File: src/srq_pkg.sv
/*
 * Shared constants and types for the status reporting and service request block.
 * Assumes a single 250 MHz clock and an APB master with 32-bit data.
 */
package srq_pkg;

  // ****************************************************************
  // Bus and register map.
  // ****************************************************************
  localparam int ADDR_W = 8;
  localparam int DATA_W = 32;
  localparam logic [ADDR_W-1:0] STATUS_BYTE_OFF = 8'h00;
  localparam logic [ADDR_W-1:0] SERIAL_POLL_OFF = 8'h04;
  localparam logic [ADDR_W-1:0] SRQ_ENABLE_OFF = 8'h08;
  localparam logic [ADDR_W-1:0] STD_EVENT_OFF = 8'h0c;
  localparam logic [ADDR_W-1:0] STD_ENABLE_OFF = 8'h10;
  localparam logic [ADDR_W-1:0] OPERATION_SUMMARY_BIT_EVENT_OFF = 8'h14;
  localparam logic [ADDR_W-1:0] OPERATION_SUMMARY_BIT_ENABLE_OFF = 8'h18;
  localparam logic [ADDR_W-1:0] TRIG_EVENT_OFF = 8'h1c;
  localparam logic [ADDR_W-1:0] RESPONSE_OFF = 8'h20;

  // ****************************************************************
  // Status byte bit positions.
  // ****************************************************************
  localparam int SB_TRIGGER_SEEN = 0;
  localparam int SB_ADVISORY = 2;
  localparam int SB_RESPONSE_WAITING = 4;
  localparam int SB_STD_SUMMARY = 5;
  localparam int SB_SERVICE = 6;
  localparam int SB_OPERATION = 7;

  // ****************************************************************
  // Standard event bit positions and reset value (power applied set).
  // ****************************************************************
  localparam int SE_DONE = 0;
  localparam int SE_CTRL_REQ = 1;
  localparam int SE_QUERY_ERR = 2;
  localparam int SE_DEV_ERR = 3;
  localparam int SE_EXEC_ERR = 4;
  localparam int SE_PARSE_ERR = 5;
  localparam int SE_FRONT_KEY = 6;
  localparam int SE_POWER = 7;
  localparam logic [7:0] STD_EVENT_RST = 8'h80;

  // ****************************************************************
  // Operation status register.
  // ****************************************************************
  localparam int OPERATION_SUMMARY_BIT_W = 16;
  localparam int OPERATION_SUMMARY_BIT_ARMED = 5;
  localparam int OPERATION_SUMMARY_BIT_OVERLOAD = 11;

  // Single-precision encoding of 9.9E+37, reported as infinity.
  localparam logic [DATA_W-1:0] INFINITY_CODE = 32'h7e94f56a;

  // Output queue geometry.
  localparam int OQ_DEPTH = 4;
  localparam int OQ_AW = 2;

  typedef enum logic [0:0] {
    EXEC_IDLE = 1'b0,
    EXEC_BUSY = 1'b1
  } exec_state_t;

  typedef struct packed {
    logic ctrl_req;
    logic query_err;
    logic dev_err;
    logic exec_err;
    logic parse_err;
  } parse_ev_t;

  typedef struct packed {
    logic front_key;
    logic trigger;
    logic armed;
    logic overload;
    logic advisory;
  } pins_t;

  typedef struct packed {
    logic failed;
    logic [DATA_W-1:0] value;
  } resp_t;

endpackage

File: src/output_queue.sv
/*
 * Output queue holding buffered query responses.
 * Assumes push, pop and flush come from logic on the same clock.
 */
`timescale 1ns/1ns
module output_queue (
  // Clock and reset.
  input wire logic clk_i,
  input wire logic rst_n_i,
  // Fill, drain and flush.
  input wire logic push_i,
  input wire logic [srq_pkg::DATA_W-1:0] data_i,
  input wire logic pop_i,
  input wire logic flush_i,
  // Head and occupancy.
  output logic [srq_pkg::DATA_W-1:0] data_o,
  output logic [srq_pkg::OQ_AW:0] count_o,
  output logic full_o,
  output logic empty_o
);

  logic [srq_pkg::DATA_W-1:0] mem_q [srq_pkg::OQ_DEPTH];
  logic [srq_pkg::OQ_AW-1:0] wr_q;
  logic [srq_pkg::OQ_AW-1:0] rd_q;
  logic [srq_pkg::OQ_AW:0] cnt_q;
  wire do_pop = pop_i & ~empty_o;
  // A pop in the same cycle frees a slot, so a push into a full queue is kept then.
  wire do_push = push_i & (~full_o | do_pop);

  assign full_o = (cnt_q == (srq_pkg::OQ_AW + 1)'(srq_pkg::OQ_DEPTH));
  assign empty_o = (cnt_q == '0);
  assign count_o = cnt_q;
  assign data_o = mem_q[rd_q];

  // Flush wins over a push in the same cycle so a cleared queue is truly empty.
  always_ff @(posedge clk_i)
  begin
    if (!rst_n_i || flush_i)
    begin
      wr_q <= '0;
      rd_q <= '0;
      cnt_q <= '0;
    end
    else
    begin
      if (do_push)
      begin
        mem_q[wr_q] <= data_i;
        wr_q <= wr_q + 1'b1;
      end
      if (do_pop)
      begin
        rd_q <= rd_q + 1'b1;
      end
      cnt_q <= cnt_q + (srq_pkg::OQ_AW + 1)'(do_push) - (srq_pkg::OQ_AW + 1)'(do_pop);
    end
  end

endmodule

File: src/status_srq.sv
/*
 * Status byte, event and enable registers, service request, output queue
 * control and sequential command gating, reached over APB.
 * Assumes parser strobes are on clk_i; front-panel and acquisition pins are not.
 */
`timescale 1ns/1ns

// Behaviour
// - queue summary bit follows queue non-empty
// - summary set by any enabled latched event
// - event bits latch until read or cleared
// - clear status empties event registers, not the output queue
// - clear after terminator also flushes output queue
// - standard events count only when enabled
// - enabled summary sets bit six
// - response buffered when query is parsed
// - commands run strictly one after another
// - infinity and failed measurement give 9.9E+37
// - parse and execution errors set events
// - device and query errors set events
// - power, front key, completion set events
// - response waiting bit tracks output queue
// - standard and operation summaries from enabled events
// - trigger latched, armed status while waiting
// - overload event and advisory bit
// - serial poll clears service request bit
// - status query leaves bit six alone
// - trigger event holds until read or cleared
module status_srq (
  // Clock and reset.
  input wire logic clk_i,
  input wire logic rst_n_i,
  // APB slave.
  input wire logic psel_i,
  input wire logic penable_i,
  input wire logic pwrite_i,
  input wire logic [srq_pkg::ADDR_W-1:0] paddr_i,
  input wire logic [srq_pkg::DATA_W-1:0] pwdata_i,
  output logic [srq_pkg::DATA_W-1:0] prdata_o,
  output logic pready_o,
  output logic pslverr_o,
  // Parser and executor strobes.
  input wire srq_pkg::parse_ev_t parse_ev_i,
  input wire logic msg_terminator_i,
  input wire logic clear_status_i,
  input wire logic query_parsed_i,
  input wire srq_pkg::resp_t resp_i,
  input wire logic cmd_start_i,
  input wire logic cmd_done_i,
  output logic cmd_ready_o,
  output logic cmd_go_o,
  // Asynchronous instrument pins.
  input wire srq_pkg::pins_t pins_i,
  // Service request to the controller.
  output logic srq_o
);

  // ****************************************************************
  // Helpers.
  // ****************************************************************
  function automatic logic any_enabled(input logic [srq_pkg::OPERATION_SUMMARY_BIT_W-1:0] ev,
                                       input logic [srq_pkg::OPERATION_SUMMARY_BIT_W-1:0] en);
    return |(ev & en);
  endfunction

  function automatic logic hit(input logic [srq_pkg::ADDR_W-1:0] a,
                               input logic [srq_pkg::ADDR_W-1:0] off);
    return a == off;
  endfunction

  // ****************************************************************
  // Pin synchronisers and edge detection.
  // ****************************************************************
  srq_pkg::pins_t pin_m_q;
  srq_pkg::pins_t pin_s_q;
  logic key_prev_q;
  logic trig_prev_q;

  // Two flops per pin; edges are taken only from the second stage.
  always_ff @(posedge clk_i)
  begin
    if (!rst_n_i)
    begin
      pin_m_q <= '0;
      pin_s_q <= '0;
      key_prev_q <= 1'b0;
      trig_prev_q <= 1'b0;
    end
    else
    begin
      pin_m_q <= pins_i;
      pin_s_q <= pin_m_q;
      key_prev_q <= pin_s_q.front_key;
      trig_prev_q <= pin_s_q.trigger;
    end
  end

  wire key_rise = pin_s_q.front_key & ~key_prev_q;
  wire trig_rise = pin_s_q.trigger & ~trig_prev_q;

  // ****************************************************************
  // APB decode.
  // ****************************************************************
  logic pready_q;
  logic pslverr_q;
  logic [srq_pkg::DATA_W-1:0] prdata_q;
  wire acc = psel_i & penable_i;
  wire capture = acc & ~pready_q;
  wire done = acc & pready_q;
  wire wr_done = done & pwrite_i;
  wire rd_done = done & ~pwrite_i;
  wire hit_stb = hit(paddr_i, srq_pkg::STATUS_BYTE_OFF);
  wire hit_poll = hit(paddr_i, srq_pkg::SERIAL_POLL_OFF);
  wire hit_sre = hit(paddr_i, srq_pkg::SRQ_ENABLE_OFF);
  wire hit_sesr = hit(paddr_i, srq_pkg::STD_EVENT_OFF);
  wire hit_ese = hit(paddr_i, srq_pkg::STD_ENABLE_OFF);
  wire hit_oev = hit(paddr_i, srq_pkg::OPERATION_SUMMARY_BIT_EVENT_OFF);
  wire hit_oen = hit(paddr_i, srq_pkg::OPERATION_SUMMARY_BIT_ENABLE_OFF);
  wire hit_trg = hit(paddr_i, srq_pkg::TRIG_EVENT_OFF);
  wire hit_resp = hit(paddr_i, srq_pkg::RESPONSE_OFF);
  wire mapped = hit_stb | hit_poll | hit_sre | hit_sesr | hit_ese | hit_oev | hit_oen
                | hit_trg | hit_resp;

  // ****************************************************************
  // Registers.
  // ****************************************************************
  logic [7:0] sre_q;
  logic [7:0] ese_q;
  logic [7:0] sesr_q;
  logic [7:0] sesr_cap_q;
  logic [srq_pkg::OPERATION_SUMMARY_BIT_W-1:0] oen_q;
  logic [srq_pkg::OPERATION_SUMMARY_BIT_W-1:0] oev_q;
  logic [srq_pkg::OPERATION_SUMMARY_BIT_W-1:0] oev_cap_q;
  logic trg_q;
  logic trg_cap_q;
  logic rqs_q;
  logic mss_q;
  logic term_q;
  srq_pkg::exec_state_t state_q;
  srq_pkg::exec_state_t state_d;
  logic cmd_ready_q;
  logic cmd_go_q;

  // Output queue wiring.
  logic [srq_pkg::DATA_W-1:0] oq_head;
  logic [srq_pkg::OQ_AW:0] oq_count;
  logic oq_full;
  logic oq_empty;
  wire oq_pop = rd_done & hit_resp & ~oq_empty;
  wire oq_underflow = rd_done & hit_resp & oq_empty;
  wire oq_overflow = query_parsed_i & oq_full & ~oq_pop;
  wire oq_flush = clear_status_i & term_q;
  // A failed measurement is pushed as the infinity code.
  wire [srq_pkg::DATA_W-1:0] oq_in = resp_i.failed ? srq_pkg::INFINITY_CODE
                                                    : resp_i.value;

  // The response is stored the cycle the parser reports the query.
  output_queue u_oq (
    .clk_i(clk_i),
    .rst_n_i(rst_n_i),
    .push_i(query_parsed_i),
    .data_i(oq_in),
    .pop_i(oq_pop),
    .flush_i(oq_flush),
    .data_o(oq_head),
    .count_o(oq_count),
    .full_o(oq_full),
    .empty_o(oq_empty)
  );

  // ****************************************************************
  // Event setting and summaries.
  // ****************************************************************
  wire opc_evt = (state_q == srq_pkg::EXEC_BUSY) & cmd_done_i;
  logic [7:0] sesr_set;
  logic [srq_pkg::OPERATION_SUMMARY_BIT_W-1:0] oev_set;
  logic [7:0] sb_low;

  // Event sources; overflow and empty reads count as query protocol errors.
  always_comb
  begin
    sesr_set = '0;
    sesr_set[srq_pkg::SE_PARSE_ERR] = parse_ev_i.parse_err;
    sesr_set[srq_pkg::SE_EXEC_ERR] = parse_ev_i.exec_err;
    sesr_set[srq_pkg::SE_DEV_ERR] = parse_ev_i.dev_err;
    sesr_set[srq_pkg::SE_QUERY_ERR] = parse_ev_i.query_err | oq_overflow
                                      | oq_underflow;
    sesr_set[srq_pkg::SE_CTRL_REQ] = parse_ev_i.ctrl_req;
    sesr_set[srq_pkg::SE_FRONT_KEY] = key_rise;
    sesr_set[srq_pkg::SE_DONE] = opc_evt;
    oev_set = '0;
    oev_set[srq_pkg::OPERATION_SUMMARY_BIT_ARMED] = pin_s_q.armed;
    oev_set[srq_pkg::OPERATION_SUMMARY_BIT_OVERLOAD] = pin_s_q.overload;
  end

  // Summaries are live: they follow their sources every cycle.
  wire std_sum = any_enabled(srq_pkg::OPERATION_SUMMARY_BIT_W'(sesr_q), srq_pkg::OPERATION_SUMMARY_BIT_W'(ese_q));
  wire operation_summary_bit_sum = any_enabled(oev_q, oen_q);

  always_comb
  begin
    sb_low = '0;
    sb_low[srq_pkg::SB_TRIGGER_SEEN] = trg_q;
    sb_low[srq_pkg::SB_ADVISORY] = pin_s_q.advisory;
    sb_low[srq_pkg::SB_RESPONSE_WAITING] = ~oq_empty;
    sb_low[srq_pkg::SB_STD_SUMMARY] = std_sum;
    sb_low[srq_pkg::SB_OPERATION] = operation_summary_bit_sum;
  end

  // Bit six of the enable register is ignored, so it never feeds itself.
  wire master_summary_bit = any_enabled(srq_pkg::OPERATION_SUMMARY_BIT_W'(sb_low), srq_pkg::OPERATION_SUMMARY_BIT_W'(sre_q));
  wire mss_rise = master_summary_bit & ~mss_q;
  wire [7:0] stb_val = sb_low | (8'(master_summary_bit) << srq_pkg::SB_SERVICE);
  wire [7:0] poll_val = sb_low | (8'(rqs_q) << srq_pkg::SB_SERVICE);

  // Clear-on-read removes only the bits that the read returned.
  wire sesr_rd = rd_done & hit_sesr;
  wire oev_rd = rd_done & hit_oev;
  wire trg_rd = rd_done & hit_trg;
  wire [7:0] sesr_d = (clear_status_i ? 8'h00 : (sesr_rd ? sesr_q & ~sesr_cap_q : sesr_q))
                      | sesr_set;
  wire [srq_pkg::OPERATION_SUMMARY_BIT_W-1:0] oev_d = (clear_status_i ? '0
                                      : (oev_rd ? oev_q & ~oev_cap_q : oev_q)) | oev_set;
  wire trg_d = (~clear_status_i & ~(trg_rd & trg_cap_q) & trg_q) | trig_rise;
  // A new rising summary raises the request even if a poll clears it now.
  wire rqs_d = mss_rise | (rqs_q & master_summary_bit & ~(rd_done & hit_poll));

  // ****************************************************************
  // Read data selection.
  // ****************************************************************
  wire [srq_pkg::DATA_W-1:0] rd_data =
    hit_stb ? srq_pkg::DATA_W'(stb_val) :
    hit_poll ? srq_pkg::DATA_W'(poll_val) :
    hit_sre ? srq_pkg::DATA_W'(sre_q) :
    hit_sesr ? srq_pkg::DATA_W'(sesr_q) :
    hit_ese ? srq_pkg::DATA_W'(ese_q) :
    hit_oev ? srq_pkg::DATA_W'(oev_q) :
    hit_oen ? srq_pkg::DATA_W'(oen_q) :
    hit_trg ? srq_pkg::DATA_W'(trg_q) :
    hit_resp ? (oq_empty ? '0 : oq_head) : '0;

  // One wait state: data is sampled, then the access completes.
  always_ff @(posedge clk_i)
  begin
    if (!rst_n_i)
    begin
      pready_q <= 1'b0;
      pslverr_q <= 1'b0;
      prdata_q <= '0;
      sesr_cap_q <= '0;
      oev_cap_q <= '0;
      trg_cap_q <= 1'b0;
    end
    else
    begin
      pready_q <= capture;
      if (capture)
      begin
        prdata_q <= rd_data;
        pslverr_q <= ~mapped;
        sesr_cap_q <= sesr_q;
        oev_cap_q <= oev_q;
        trg_cap_q <= trg_q;
      end
    end
  end

  // Enable registers; the controller must set them to get any request.
  always_ff @(posedge clk_i)
  begin
    if (!rst_n_i)
    begin
      sre_q <= '0;
      ese_q <= '0;
      oen_q <= '0;
    end
    else
    begin
      if (wr_done & hit_sre)
        sre_q <= pwdata_i[7:0] & ~(8'h01 << srq_pkg::SB_SERVICE);
      if (wr_done & hit_ese)
        ese_q <= pwdata_i[7:0];
      if (wr_done & hit_oen)
        oen_q <= pwdata_i[srq_pkg::OPERATION_SUMMARY_BIT_W-1:0];
    end
  end

  // Event latches, request state and the terminator flag.
  always_ff @(posedge clk_i)
  begin
    if (!rst_n_i)
    begin
      sesr_q <= srq_pkg::STD_EVENT_RST;
      oev_q <= '0;
      trg_q <= 1'b0;
      rqs_q <= 1'b0;
      mss_q <= 1'b0;
      term_q <= 1'b0;
    end
    else
    begin
      sesr_q <= sesr_d;
      oev_q <= oev_d;
      trg_q <= trg_d;
      rqs_q <= rqs_d;
      mss_q <= master_summary_bit;
      term_q <= msg_terminator_i | (term_q & ~cmd_start_i & ~query_parsed_i
                                    & ~clear_status_i);
    end
  end

  // ****************************************************************
  // Sequential command execution.
  // ****************************************************************
  always_comb
  begin
    case (state_q)
      srq_pkg::EXEC_IDLE: state_d = cmd_start_i ? srq_pkg::EXEC_BUSY : srq_pkg::EXEC_IDLE;
      srq_pkg::EXEC_BUSY: state_d = cmd_done_i ? srq_pkg::EXEC_IDLE : srq_pkg::EXEC_BUSY;
      default: state_d = srq_pkg::EXEC_IDLE;
    endcase
  end

  // A start while busy is ignored; the parser waits for cmd_ready_o.
  always_ff @(posedge clk_i)
  begin
    if (!rst_n_i)
    begin
      state_q <= srq_pkg::EXEC_IDLE;
      cmd_ready_q <= 1'b0;
      cmd_go_q <= 1'b0;
    end
    else
    begin
      state_q <= state_d;
      cmd_ready_q <= (state_d == srq_pkg::EXEC_IDLE);
      cmd_go_q <= (state_q == srq_pkg::EXEC_IDLE) & cmd_start_i;
    end
  end

  assign prdata_o = prdata_q;
  assign pready_o = pready_q;
  assign pslverr_o = pslverr_q;
  assign cmd_ready_o = cmd_ready_q;
  assign cmd_go_o = cmd_go_q;
  assign srq_o = rqs_q;
endmodule

File: config.mk
export PLATFORM = sky130hd
export DESIGN_NAME = status_srq
export DESIGN_NICKNAME = d
export VERILOG_FILES = /design/src/srq_pkg.sv /design/src/output_queue.sv /design/src/status_srq.sv
export SDC_FILE = /design/constraint.sdc
export NUM_CORES = 1
export LEC_CHECK = 0
export BUFFER_PORTS_ARGS = -buffer_cell sky130_fd_sc_hd__buf_2
export CAP_MARGIN = 20
export CORE_UTILIZATION = 35
export DETAILED_ROUTE_END_ITERATION = 7
export GPL_TIMING_DRIVEN = 0
export SYNTH_ARGS = -nofsm -noshare
export SYNTH_HDL_FRONTEND = slang
export SYNTH_HIERARCHICAL = 1
export SYNTH_SLANG_ARGS = --single-unit
export TNS_END_PERCENT = 10
File: constraint.sdc
create_clock -name clk_i -period 3.4 [get_ports clk_i]
set_input_delay 0.17 -clock clk_i [delete_from_list [all_inputs] [get_ports clk_i]]
set_output_delay 0.17 -clock clk_i [all_outputs]
set_load 0.005 [all_outputs]
# Yosys cells after proc, flatten, opt, wreduce, memory -nomap -nowiden

Memories as Yosys holds them, arrays and structs flattened. A register that Yosys moved wholly into a read port is not among the register bits.
Cells that the tools add are included.

Bits in registers: 140
Memory bits (writable): 128
Output and inout port bits: 37
Logic and storage cells: 151
Memories kept: 1

Memories:

| name       | words | width | rd ports | clocked after Yosys merged registers in | wr ports | RTL line           | RTL |
|---|---|---|---|---|---|---|---|
| u_oq.mem_q | 4     | 32    | 1        | 1                                       | 1        | output_queue.sv:22 | `logic [srq_pkg::DATA_W-1:0] mem_q [srq_pkg::OQ_DEPTH];` |

$add $sub $neg: 4
Equal/unequal tests: 9
Muxes and demuxes: 23
Bitwise gates (word level): 74
Reduce and logical (&&, ||, !) cells: 7

Operators by type and width:

| cell                                                             | count |
|---|---|
| 32-bit 2-to-1 mux                                                | 11 |
| 16-bit OR reduction                                              | 3 |
| 1-bit AND                                                        | 33 |
| 16-bit AND                                                       | 2 |
| 8-bit by 5-bit == test with 1-bit output (second input constant) | 4 |
| 16-bit 2-to-1 mux                                                | 2 |
| 8-bit AND                                                        | 3 |
| 8-bit by 7-bit bitwise OR with 8-bit output                      | 3 |
| 8-bit by 4-bit == test with 1-bit output (second input constant) | 2 |
| 8-bit 2-to-1 mux                                                 | 2 |
| 1-bit NOT                                                        | 16 |
| 16-bit NOT                                                       | 1 |
| 16-bit by 12-bit bitwise OR with 16-bit output                   | 1 |
| 1-bit bitwise OR                                                 | 14 |
| 8-bit by 3-bit == test with 1-bit output (second input constant) | 1 |
| 8-bit by 6-bit == test with 1-bit output (second input constant) | 1 |
| 8-bit zero test                                                  | 1 |
| 8-bit NOT                                                        | 1 |
| 1-bit 2-to-1 mux                                                 | 5 |
| 2-bit by 1-bit adder with 2-bit output (second input constant)   | 2 |
| 2-bit 2-to-1 mux                                                 | 2 |
| 3-bit by 1-bit adder with 3-bit output                           | 1 |
| 3-bit == test (second input constant)                            | 1 |
| 3-bit zero test                                                  | 1 |
| 4 further kinds                                                  | 4 |

# Longest topological paths before layout

Gate-level depths: netlist (run 1).

Depth after elaboration: 11
Depth in mapped cells: 11
Depth with buffers taken out: 10

# By module

The synthesis (run 1) kept the hierarchy.

By module, submodules not included:

| module       | times used | cells each | area an instance (um^2) | seq. area each (um^2) |
|---|---|---|---|---|
| status_srq   | 1          | 659        | 5696.7                  | 2662.6 |
| output_queue | 1          | 215        | 5077.4                  | 4023.9 |

# Least setup slack after synthesis (run 1)

Ideal clock, no wire load.

Path type: reg2reg
Start point: register u_oq.cnt_q, in the netlist u_oq/count_o[1]
End point: register u_oq.cnt_q, in the netlist u_oq/count_o[2]
Setup time: 0.119 ns
Data arrival time: 2.497 ns
Required time: 3.281 ns
Path slack: 0.784 ns
Cell stages (with the launch flop): 11
Buffers on the path: 0
Cell sequence: dfxtp_1 > nor3_1 > nor4_1 > or4b_4 > nand3_1 > nand2_1 > ha_1 > fa_1 > xnor2_1 > xnor2_1 > nor2_1

Cells in the longest elaborated chain, start to end: 8
Elaborated cells between the ends (all ways): 10

RTL lines:

| element                                         | RTL line           | RTL |
|---|---|---|
| start, declared                                 | output_queue.sv:25 | `logic [srq_pkg::OQ_AW:0] cnt_q;` |
| start signal, assigned                          | output_queue.sv:55 | `cnt_q <= cnt_q + (srq_pkg::OQ_AW + 1)'(do_push) - (srq_pkg::OQ_AW + 1)'(do_pop);` |
| 3-bit zero test (*)                             | output_queue.sv:31 | `assign empty_o = (cnt_q == '0);` |
| net oq_empty                                    | status_srq.sv:148  | `logic oq_empty;` |
| 1-bit NOT (*)                                   | status_srq.sv:149  | `wire oq_pop = rd_done & hit_resp & ~oq_empty;` |
| 1-bit AND (*)                                   | status_srq.sv:149  |  |
| net oq_pop                                      | status_srq.sv:149  |  |
| 1-bit AND (*)                                   | output_queue.sv:26 | `wire do_pop = pop_i & ~empty_o;` |
| 1-bit bitwise OR                                | output_queue.sv:28 | `wire do_push = push_i & (~full_o \| do_pop);` |
| 1-bit AND                                       | output_queue.sv:28 |  |
| 3-bit by 1-bit adder with 3-bit output          | output_queue.sv:55 |  |
| 3-bit by 1-bit subtractor with 3-bit output (*) | output_queue.sv:55 |  |

Mark *: on every way through the listed nets, which the timed path passes. The rest lies on a longest branch.
A chain may end at the register's enable or synchronous reset.

# Worst setup path in the final report (run 1)

Start point: register pready_q, in the netlist pready_o
End point: memory u_oq/mem_q[2][19] (netlist bit) (enable)

Cells in the longest elaborated chain, start to end: 10

RTL lines:

| element                                | RTL line           | RTL |
|---|---|---|
| start, declared                        | status_srq.sv:104  | `logic pready_q;` |
| start signal, assigned                 | status_srq.sv:256  | `pready_q <= capture;` |
| 1-bit AND                              | status_srq.sv:109  | `wire done = acc & pready_q;` |
| 1-bit AND                              | status_srq.sv:111  | `wire rd_done = done & ~pwrite_i;` |
| 1-bit AND (2 in a row)                 | status_srq.sv:149  |  |
| net oq_pop                             | status_srq.sv:149  |  |
| 1-bit AND                              | output_queue.sv:26 |  |
| 1-bit bitwise OR                       | output_queue.sv:28 |  |
| 1-bit AND                              | output_queue.sv:28 |  |
| 1-bit 2-to-1 mux                       | output_queue.sv:46 | `if (do_push)` |
| 1-bit 2-to-1 mux                       | output_queue.sv:38 | `if (!rst_n_i \|\| flush_i)` |
| 1-bit 2-to-1 mux (not written as such) | output_queue.sv:48 | `mem_q[wr_q] <= data_i;` |
| end, declared                          | output_queue.sv:22 |  |

The timed path passes the listed nets, and every way through them passes these cells.

==> impl_metrics.py, run 1 <==
metrics = {
    "worst_setup_path": {
        "cp_top_family": "simple AND/OR/NAND/NOR gates",
        "rrSetupSlack_ns": 0.25,
        "criticalPathCategory": "flop to flop",
        "path_cells": "nand4b_1 > nor4_1 > or4b_4 > and2_4 > and3_2",
        "slowest_stage": "and3_2",
        "path_max_fanout": 32,
        "cp_num_buf_inv": 0,
        "start_kind": "flop",
        "cp_data_arrival_time_ns": 3.33,
        "worstSetupEndpointType": "flop",
        "required_ns": 3.58,
        "cpPeakStageDelay_ns": 0.81,
    },
    "synth": {
        "yosysUniqueCellTypes": 65,
        "synth_area_per_cell_um2": 12.33,
        "yosysSeqAreaShare": 0.6206,
        "yosysTopAreaCellShare": 0.3568,
        "synth_area_leaders": "edfxtp_1 (36%), dfxtp_1 (26%), mux4_2 (6.7%)",
        "synth_edf_count": 128,
        "ys.flop_type": "dfxtp_1",
        "async_flop_share": 0,
        "syn_inst": 874,
        "synth.net_count": 973,
        "yosysTopAreaCell": "edfxtp_1",
        "ys_ff_latch": 270,
        "yosysWarningCount": 6,
        "synth_area_um2": 10770,
    },
    "detailed_routing": {
        "drtIter0Drc": 720,
        "wl_per_cell_um": 19.57,
        "drt.antenna.violating_nets": 0,
        "drt-total-wl_um": 28910,
        "viasPerCell": 5.123,
        "dr.pass1.iters": 5,
        "drc": 0,
        "via_count": 7567,
    },
    "timing": {
        "fmaxAchievable_mhz": 317.5,
        "min_period_over_period": 0.9264,
        "rsz0062_at_grt": "false",
        "tightest_slew_ns": 0.9697,
        "finClkSkew_ns": 0.02433,
        "finalHoldViolCount": 0,
        "setup_viol": 0,
        "fin_tns_setup_ns": 0,
        "fin_crit_ns": 3.150,
        "finalMaxSlewViolations": 0,
        "slew_headroom": 0.3485,
    },
    "power_and_ir_drop": {
        "finalPower_mw": 6.819,
        "power_density_nw_per_um2": 516.7,
        "p_leak_nw": 4.693,
        "vdd_drop_max_mv": 0.4056,
    },
    "placed_design": {
        "place.gp.congestion": 0.9493,
        "io_buffers": 112,
        "dp_hpwl_um": 19920,
    },
    "finish": {
        "drive_above_1_share": 0.2173,
        "final_cell_mix": "dfxtp_1 (142), edfxtp_1 (128), buf_2 (119)",
        "fin_nets": 1165,
        "area_delta_synth_final_pct": 22.51,
        "final_common_cell": "dfxtp_1",
    },
    "clock_tree": {
        "post_cts_buffers": 0,
        "numClockSinks": 270,
        "cts_inserted_buffers": 28,
        "clock_latency_ns": 0.56,
        "ctsResizeCount": 0,
        "clockRootBuffer": "clkbuf_16",
        "clock_path_buffers": 3,
        "clkTransAtPathRegs_ns": 0.06,
        "h-tree-depth": 1,
        "cts_tree": "done",
    },
    "grt": {
        "first_global_vias": 7594,
        "grt_use_total": 0.1840,
        "globalRoute.totalOverflow": 0,
        "grt_start_max_net_pins": 33,
        "antenna_found_initial": 2,
        "grt_pass1_wl_um": 43680,
    },
    "min_path": {
        "holdCritPathClass": "primary input to flop",
    },
    "floorplanning": {
        "die_area_um2": 31490,
        "die_x_um": 177.5,
        "rows": 63,
        "start_util": 0.3597,
        "coreArea_um2": 29950,
        "ios": 130,
        "die_y_um": 177.5,
    },
    "job": {
        "drv_cap": 0,
    },
    "outcome": {
        "status": "complete, no violations",
    },
}
-- Yosys cell counts (8+ instances only) --
cell,n
or2_2,21
clkbuf_1,32
edfxtp_1,128
a21oi_1,61
o21ai_0,26
nand2_1,99
mux2i_1,38
and2_1,17
o21a_1,8
a222oi_1,9
nor2b_1,17
inv_1,19
nor2_1,70
a22o_1,12
nand2b_1,16
a22oi_1,20
mux4_2,32
dfxtp_1,142
-- per-stage QoR --
stage                     utilization  instances  cell area (µm²)  hold slack, ns  setup WS (ns)
final                          0.4406       1477            13200         0.02726         0.2503
after global routing           0.4406       1477            13200         0.01424        0.07999
after CTS                      0.4406       1476            13200        0.005877         0.3261
after detailed placement       0.3947       1376            11820          0.3798         0.3089
after global placement         0.3947       1376            11820          0.3798         0.3337
after floorplan                     -        874            10770          0.2877         0.7839
-- power breakdown --
group / switching (mW) / total, mW / internal [mW]
combinational: 0.243 / 0.412 / 0.169
clock: 1.26 / 2.89 / 1.63
sequential: 0.0383 / 3.52 / 3.48
total: 1.54 / 6.82 / 5.28
-- area by class of cell --
class / instances / area, µm²
diodes: 1 / 2.502
plain buffers: 48 / 215.2
clock buffers: 40 / 795.8
clock inverters: 10 / 77.57
fillers: 2836 / 16750
inverters: 20 / 75.07
multi-input cells: 536 / 3797
flip-flops and latches: 270 / 6686
well taps: 390 / 488.0
repair buffers: 162 / 1061
-- state kept, by name (all words and copies together), names as in the netlist, 2 cells and up, named ones only --
signal / count
ese_q: 8
pin_s_q: 3
prdata_o: 32
sesr_q: 8
u_oq/rd_q: 2
sre_q: 7
u_oq/wr_q: 2
u_oq/mem_q: 128
oev_q: 16
pin_m_q: 5
u_oq/count_o: 3
oev_set: 2
oen_q: 16
sesr_cap_q: 8
oev_cap_q: 16
-- routing by layer --
| layer | track usage | vias up | share of wire | wire length, µm |
|---|---|---|---|---|
| li1 | - | 3581 | - | - |
| met1 | 0.2473 | 3697 | 0.45 | 12900 |
| met2 | 0.3044 | 237 | 0.47 | 13620 |
| met3 | 0.03106 | 50 | 0.057 | 1645 |
| met4 | 0.05271 | 2 | 0.025 | 733 |
| met5 | 0 | - | 0.00059 | 17 |
-- cells by family (layout without fill, tap and decap cells) --
| group | Yosys count | in the layout | share of synthesized area |
|---|---|---|---|
| AND/OR/NAND/NOR | 280 | 280 | 0.1316 |
| flip-flops | 270 | 270 | 0.6206 |
| AO/OA/AOI/OAI | 176 | 176 | 0.1078 |
| multiplexers | 70 | 70 | 0.1022 |
| buffers and inverters | 68 | 280 | 0.02694 |
| adder cells (fa/ha/maj) | 6 | 6 | 0.007665 |
| XOR/XNOR | 4 | 4 | 0.003252 |
| other | 0 | 1 | 0 |
-- repair_timing --
item,4_1_cts,5_1_grt
endpoints found under the hold margin,123,0
setup endpoints to repair,0,0
hold buffers,50,0
-- path summary, 6_finish.rpt --
kind,depth (start not counted),from,endpoint
max reg2reg,5,pready_o,u_oq/mem_q[2][19]
max,5,pready_o,u_oq/mem_q[2][19]
min reg2reg,1,oev_cap_q[15],oev_q[15]
min,2,resp_i[16],u_oq/mem_q[2][16]
Power figures use the tool's default switching activity.
==> inputs of run 2 (changes only) <==
--- a/config.mk
+++ b/config.mk
@@ -9,7 +9,6 @@
 export CAP_MARGIN = 20
 export CORE_UTILIZATION = 35
 export DETAILED_ROUTE_END_ITERATION = 7
-export GPL_TIMING_DRIVEN = 0
 export SYNTH_ARGS = -nofsm -noshare
 export SYNTH_HDL_FRONTEND = slang
 export SYNTH_HIERARCHICAL = 1
==> run 2 against run 1 <==
Sequential power about the same. Combinational power grew 2%. Routed wire length fell by 8.7%. Clock skew shrank 0.0065 ns. Die area did not move. Via count shrank 1.6%. Critical endpoint is now u_oq/count_o[2]. Worst setup slack better by 0.54 ns. Clock power rose by 15%. Critical path depth is 4 higher. Largest power group unchanged. Register-to-register slack improved by 0.54 ns. Global-route usage fell by 1.5 points. Final area rose by 1.4%.
==> impl_metrics.py, run 2 (synthesized netlist as in run 1, its figures left out) <==
metrics = {
    "finish": {
        "final_util": 0.4468,
        "drive_above_1_share": 0.2402,
        "top_register": "u_oq/mem_q",
        "finalNonFillerCells": 1457,
        "area_delta_synth_final_pct": 24.22,
        "final_cell_mix": "dfxtp_1 (141), edfxtp_1 (128), buf_2 (113)",
        "final_common_cell": "dfxtp_1",
        "fin_nets": 1143,
        "final_cell_area_um2": 13380,
        "fillCellCount": 2773,
        "largest_register_ff_count": 128,
    },
    "placed_design": {
        "dp.cells": 1352,
        "dp_hpwl_um": 17560,
        "dp_slack_ns": 0.5927,
        "placed_area_um2": 11850,
        "io_buffers": 113,
        "place.gp.congestion": 0.8996,
    },
    "detailed_routing": {
        "dr.pass1.iters": 5,
        "wl_per_cell_um": 18.12,
        "via_count": 7444,
        "drt-total-wl_um": 26400,
        "drtIter0Drc": 547,
        "viasPerCell": 5.109,
        "drt.antenna.violating_nets": 0,
        "drc": 0,
    },
    "clock_tree": {
        "numClockSinks": 270,
        "ctsResizeCount": 0,
        "h-tree-depth": 1,
        "cts_tree": "done",
        "clock_path_buffers": 3,
        "clock_latency_ns": 0.54,
        "cts_inserted_buffers": 28,
        "clkTransAtPathRegs_ns": 0.06,
        "clockRootBuffer": "clkbuf_16",
    },
    "worst_setup_path": {
        "path_cells": "nor3_1 > buf_4 > nor4_1 > o31ai_1 > or2_2 > fa_1 > xnor2_1 > xnor2_1 > nor2_1",
        "worst_r2r_path_depth": 9,
        "crit_path_start": "u_oq/count_o[1]",
        "path_max_fanout": 7,
        "slowest_stage": "dfxtp_1",
        "criticalPathCategory": "flop to flop",
        "cp_data_arrival_time_ns": 3.03,
        "start_kind": "flop",
        "cpPeakStageDelay_ns": 0.45,
        "cpMostUsedCell": "xnor2_1",
        "cp_num_buf_inv": 1,
        "rrSetupSlack_ns": 0.79,
        "r2r-start": "u_oq/count_o[1]",
        "worstSetupEndpointType": "flop",
        "cp_top_family": "simple AND/OR/NAND/NOR gates",
        "required_ns": 3.82,
        "rr_endpoint": "u_oq/count_o[2]",
    },
    "timing": {
        "fin_tns_setup_ns": 0,
        "fmaxAchievable_mhz": 383.2,
        "tightest_slew_ns": 0.9207,
        "fin_crit_ns": 2.610,
        "finalWorstSetupSlack_ns": 0.7905,
        "slew_headroom": 0.3862,
        "setup_viol": 0,
        "finalHoldViolCount": 0,
        "finalMaxSlewViolations": 0,
        "min_period_over_period": 0.7675,
        "finClkSkew_ns": 0.01779,
        "rsz0062_at_grt": "false",
    },
    "floorplanning": {
        "start_util": 0.3597,
        "die_x_um": 177.5,
        "die_area_um2": 31490,
        "ios": 130,
        "die_y_um": 177.5,
        "coreArea_um2": 29950,
        "rows": 63,
    },
    "power_and_ir_drop": {
        "vdd_drop_max_mv": 0.3583,
        "sw_frac_of_total": 0.2125,
        "power_density_nw_per_um2": 541.2,
        "p_leak_nw": 4.807,
        "power.internal_mw": 5.705,
        "pwr-share-clk": 0.457,
        "p_switching_mw": 1.539,
        "power_frac_comb": 0.058,
        "power_frac_seq": 0.485,
    },
    "grt": {
        "grt_start_max_net_pins": 77,
        "globalRoute.totalOverflow": 0,
        "grt_pass1_wl_um": 41030,
        "grt_use_total": 0.1688,
        "first_global_vias": 7135,
        "antenna_found_initial": 2,
    },
    "min_path": {
        "holdCritPathClass": "primary input to flop",
        "hold_depth": 2,
        "holdPathEnd": "u_oq/mem_q[3][17]",
        "holdCritStartpoint": "resp_i[17]",
    },
    "job": {
        "drv_cap": 0,
    },
    "outcome": {
        "status": "complete, no violations",
    },
}
==> run 2: cell count changes in the layout (fill, tap and decap cells not counted), sizes merged <==
cell,before,now
buf,128,136
bufinv,0,6
clkbuf,72,36
clkinv,10,9
clkinvlp,1,0
dlygate4sd3,50,52
inv,19,21
==> run 2: per-layer routing <==
| metal | share of wire | vias to the layer above | wire [µm] | global-route usage |
|---|---|---|---|---|
| met5 | 0.00061 | - | 16 | 0 |
| met4 | 0.017 | 2 | 459 | 0.03490 |
| li1 | - | 3545 | - | - |
| met3 | 0.066 | 37 | 1731 | 0.02699 |
| met1 | 0.46 | 3616 | 12100 | 0.2402 |
| met2 | 0.46 | 244 | 12090 | 0.2710 |
==> run 2: power groups by stage <==
stage / registers (mW) / logic [mW] / clock network [mW]
floorplan: 3.57 / 0.215 / 0
global placement: 3.58 / 0.368 / 0
detailed placement: 3.59 / 0.371 / 0
global route: 3.52 / 0.459 / 3.51
CTS: 3.52 / 0.421 / 3.37
finish: 3.52 / 0.419 / 3.31
==> run 2: worst max-delay path by stage <==
stage                                  to  slack [ns]  cells past startpoint
final                     u_oq/count_o[2]        0.79                      9
after global routing      u_oq/count_o[2]        0.57                     11
after global placement    u_oq/count_o[2]        0.64                      9
after floorplan           u_oq/count_o[2]        0.78                     10
after detailed placement  u_oq/count_o[2]        0.59                      9
after CTS                 u_oq/count_o[2]        0.80                      9
==> run 2: stage by stage <==
| stage | power [mW] | hold WS [ns] |
|---|---|---|
| global route | 7.488 | 0.02325 |
| CTS | 7.308 | 0.02453 |
| floorplan | 3.789 | 0.2877 |
| global placement | 3.952 | 0.3803 |
| finish | 7.244 | 0.04001 |
| detailed placement | 3.958 | 0.3812 |
==> run 2: repair_timing <==
action / 4_1_cts / 5_1_grt
hold buffers: 52 / 0
endpoints found under the setup margin: 0 / 0
setup buffers: 0 / 0
endpoints found under the hold margin: 127 / 0
==> run 2: cell type report <==
class                           instances  area, µm²  area share
Antenna cell                            1      2.502   0.0001870
Clock buffer                           36      760.7     0.05684
Clock inverter                         16      249.0     0.01860
Inverter                               20      75.07    0.005609
Multi-Input combinational cell        536       3800      0.2839
Sequential cell                       270       6688      0.4997
Tap cell                              390      488.0     0.03646
Timing Repair Buffer                  188       1321     0.09872
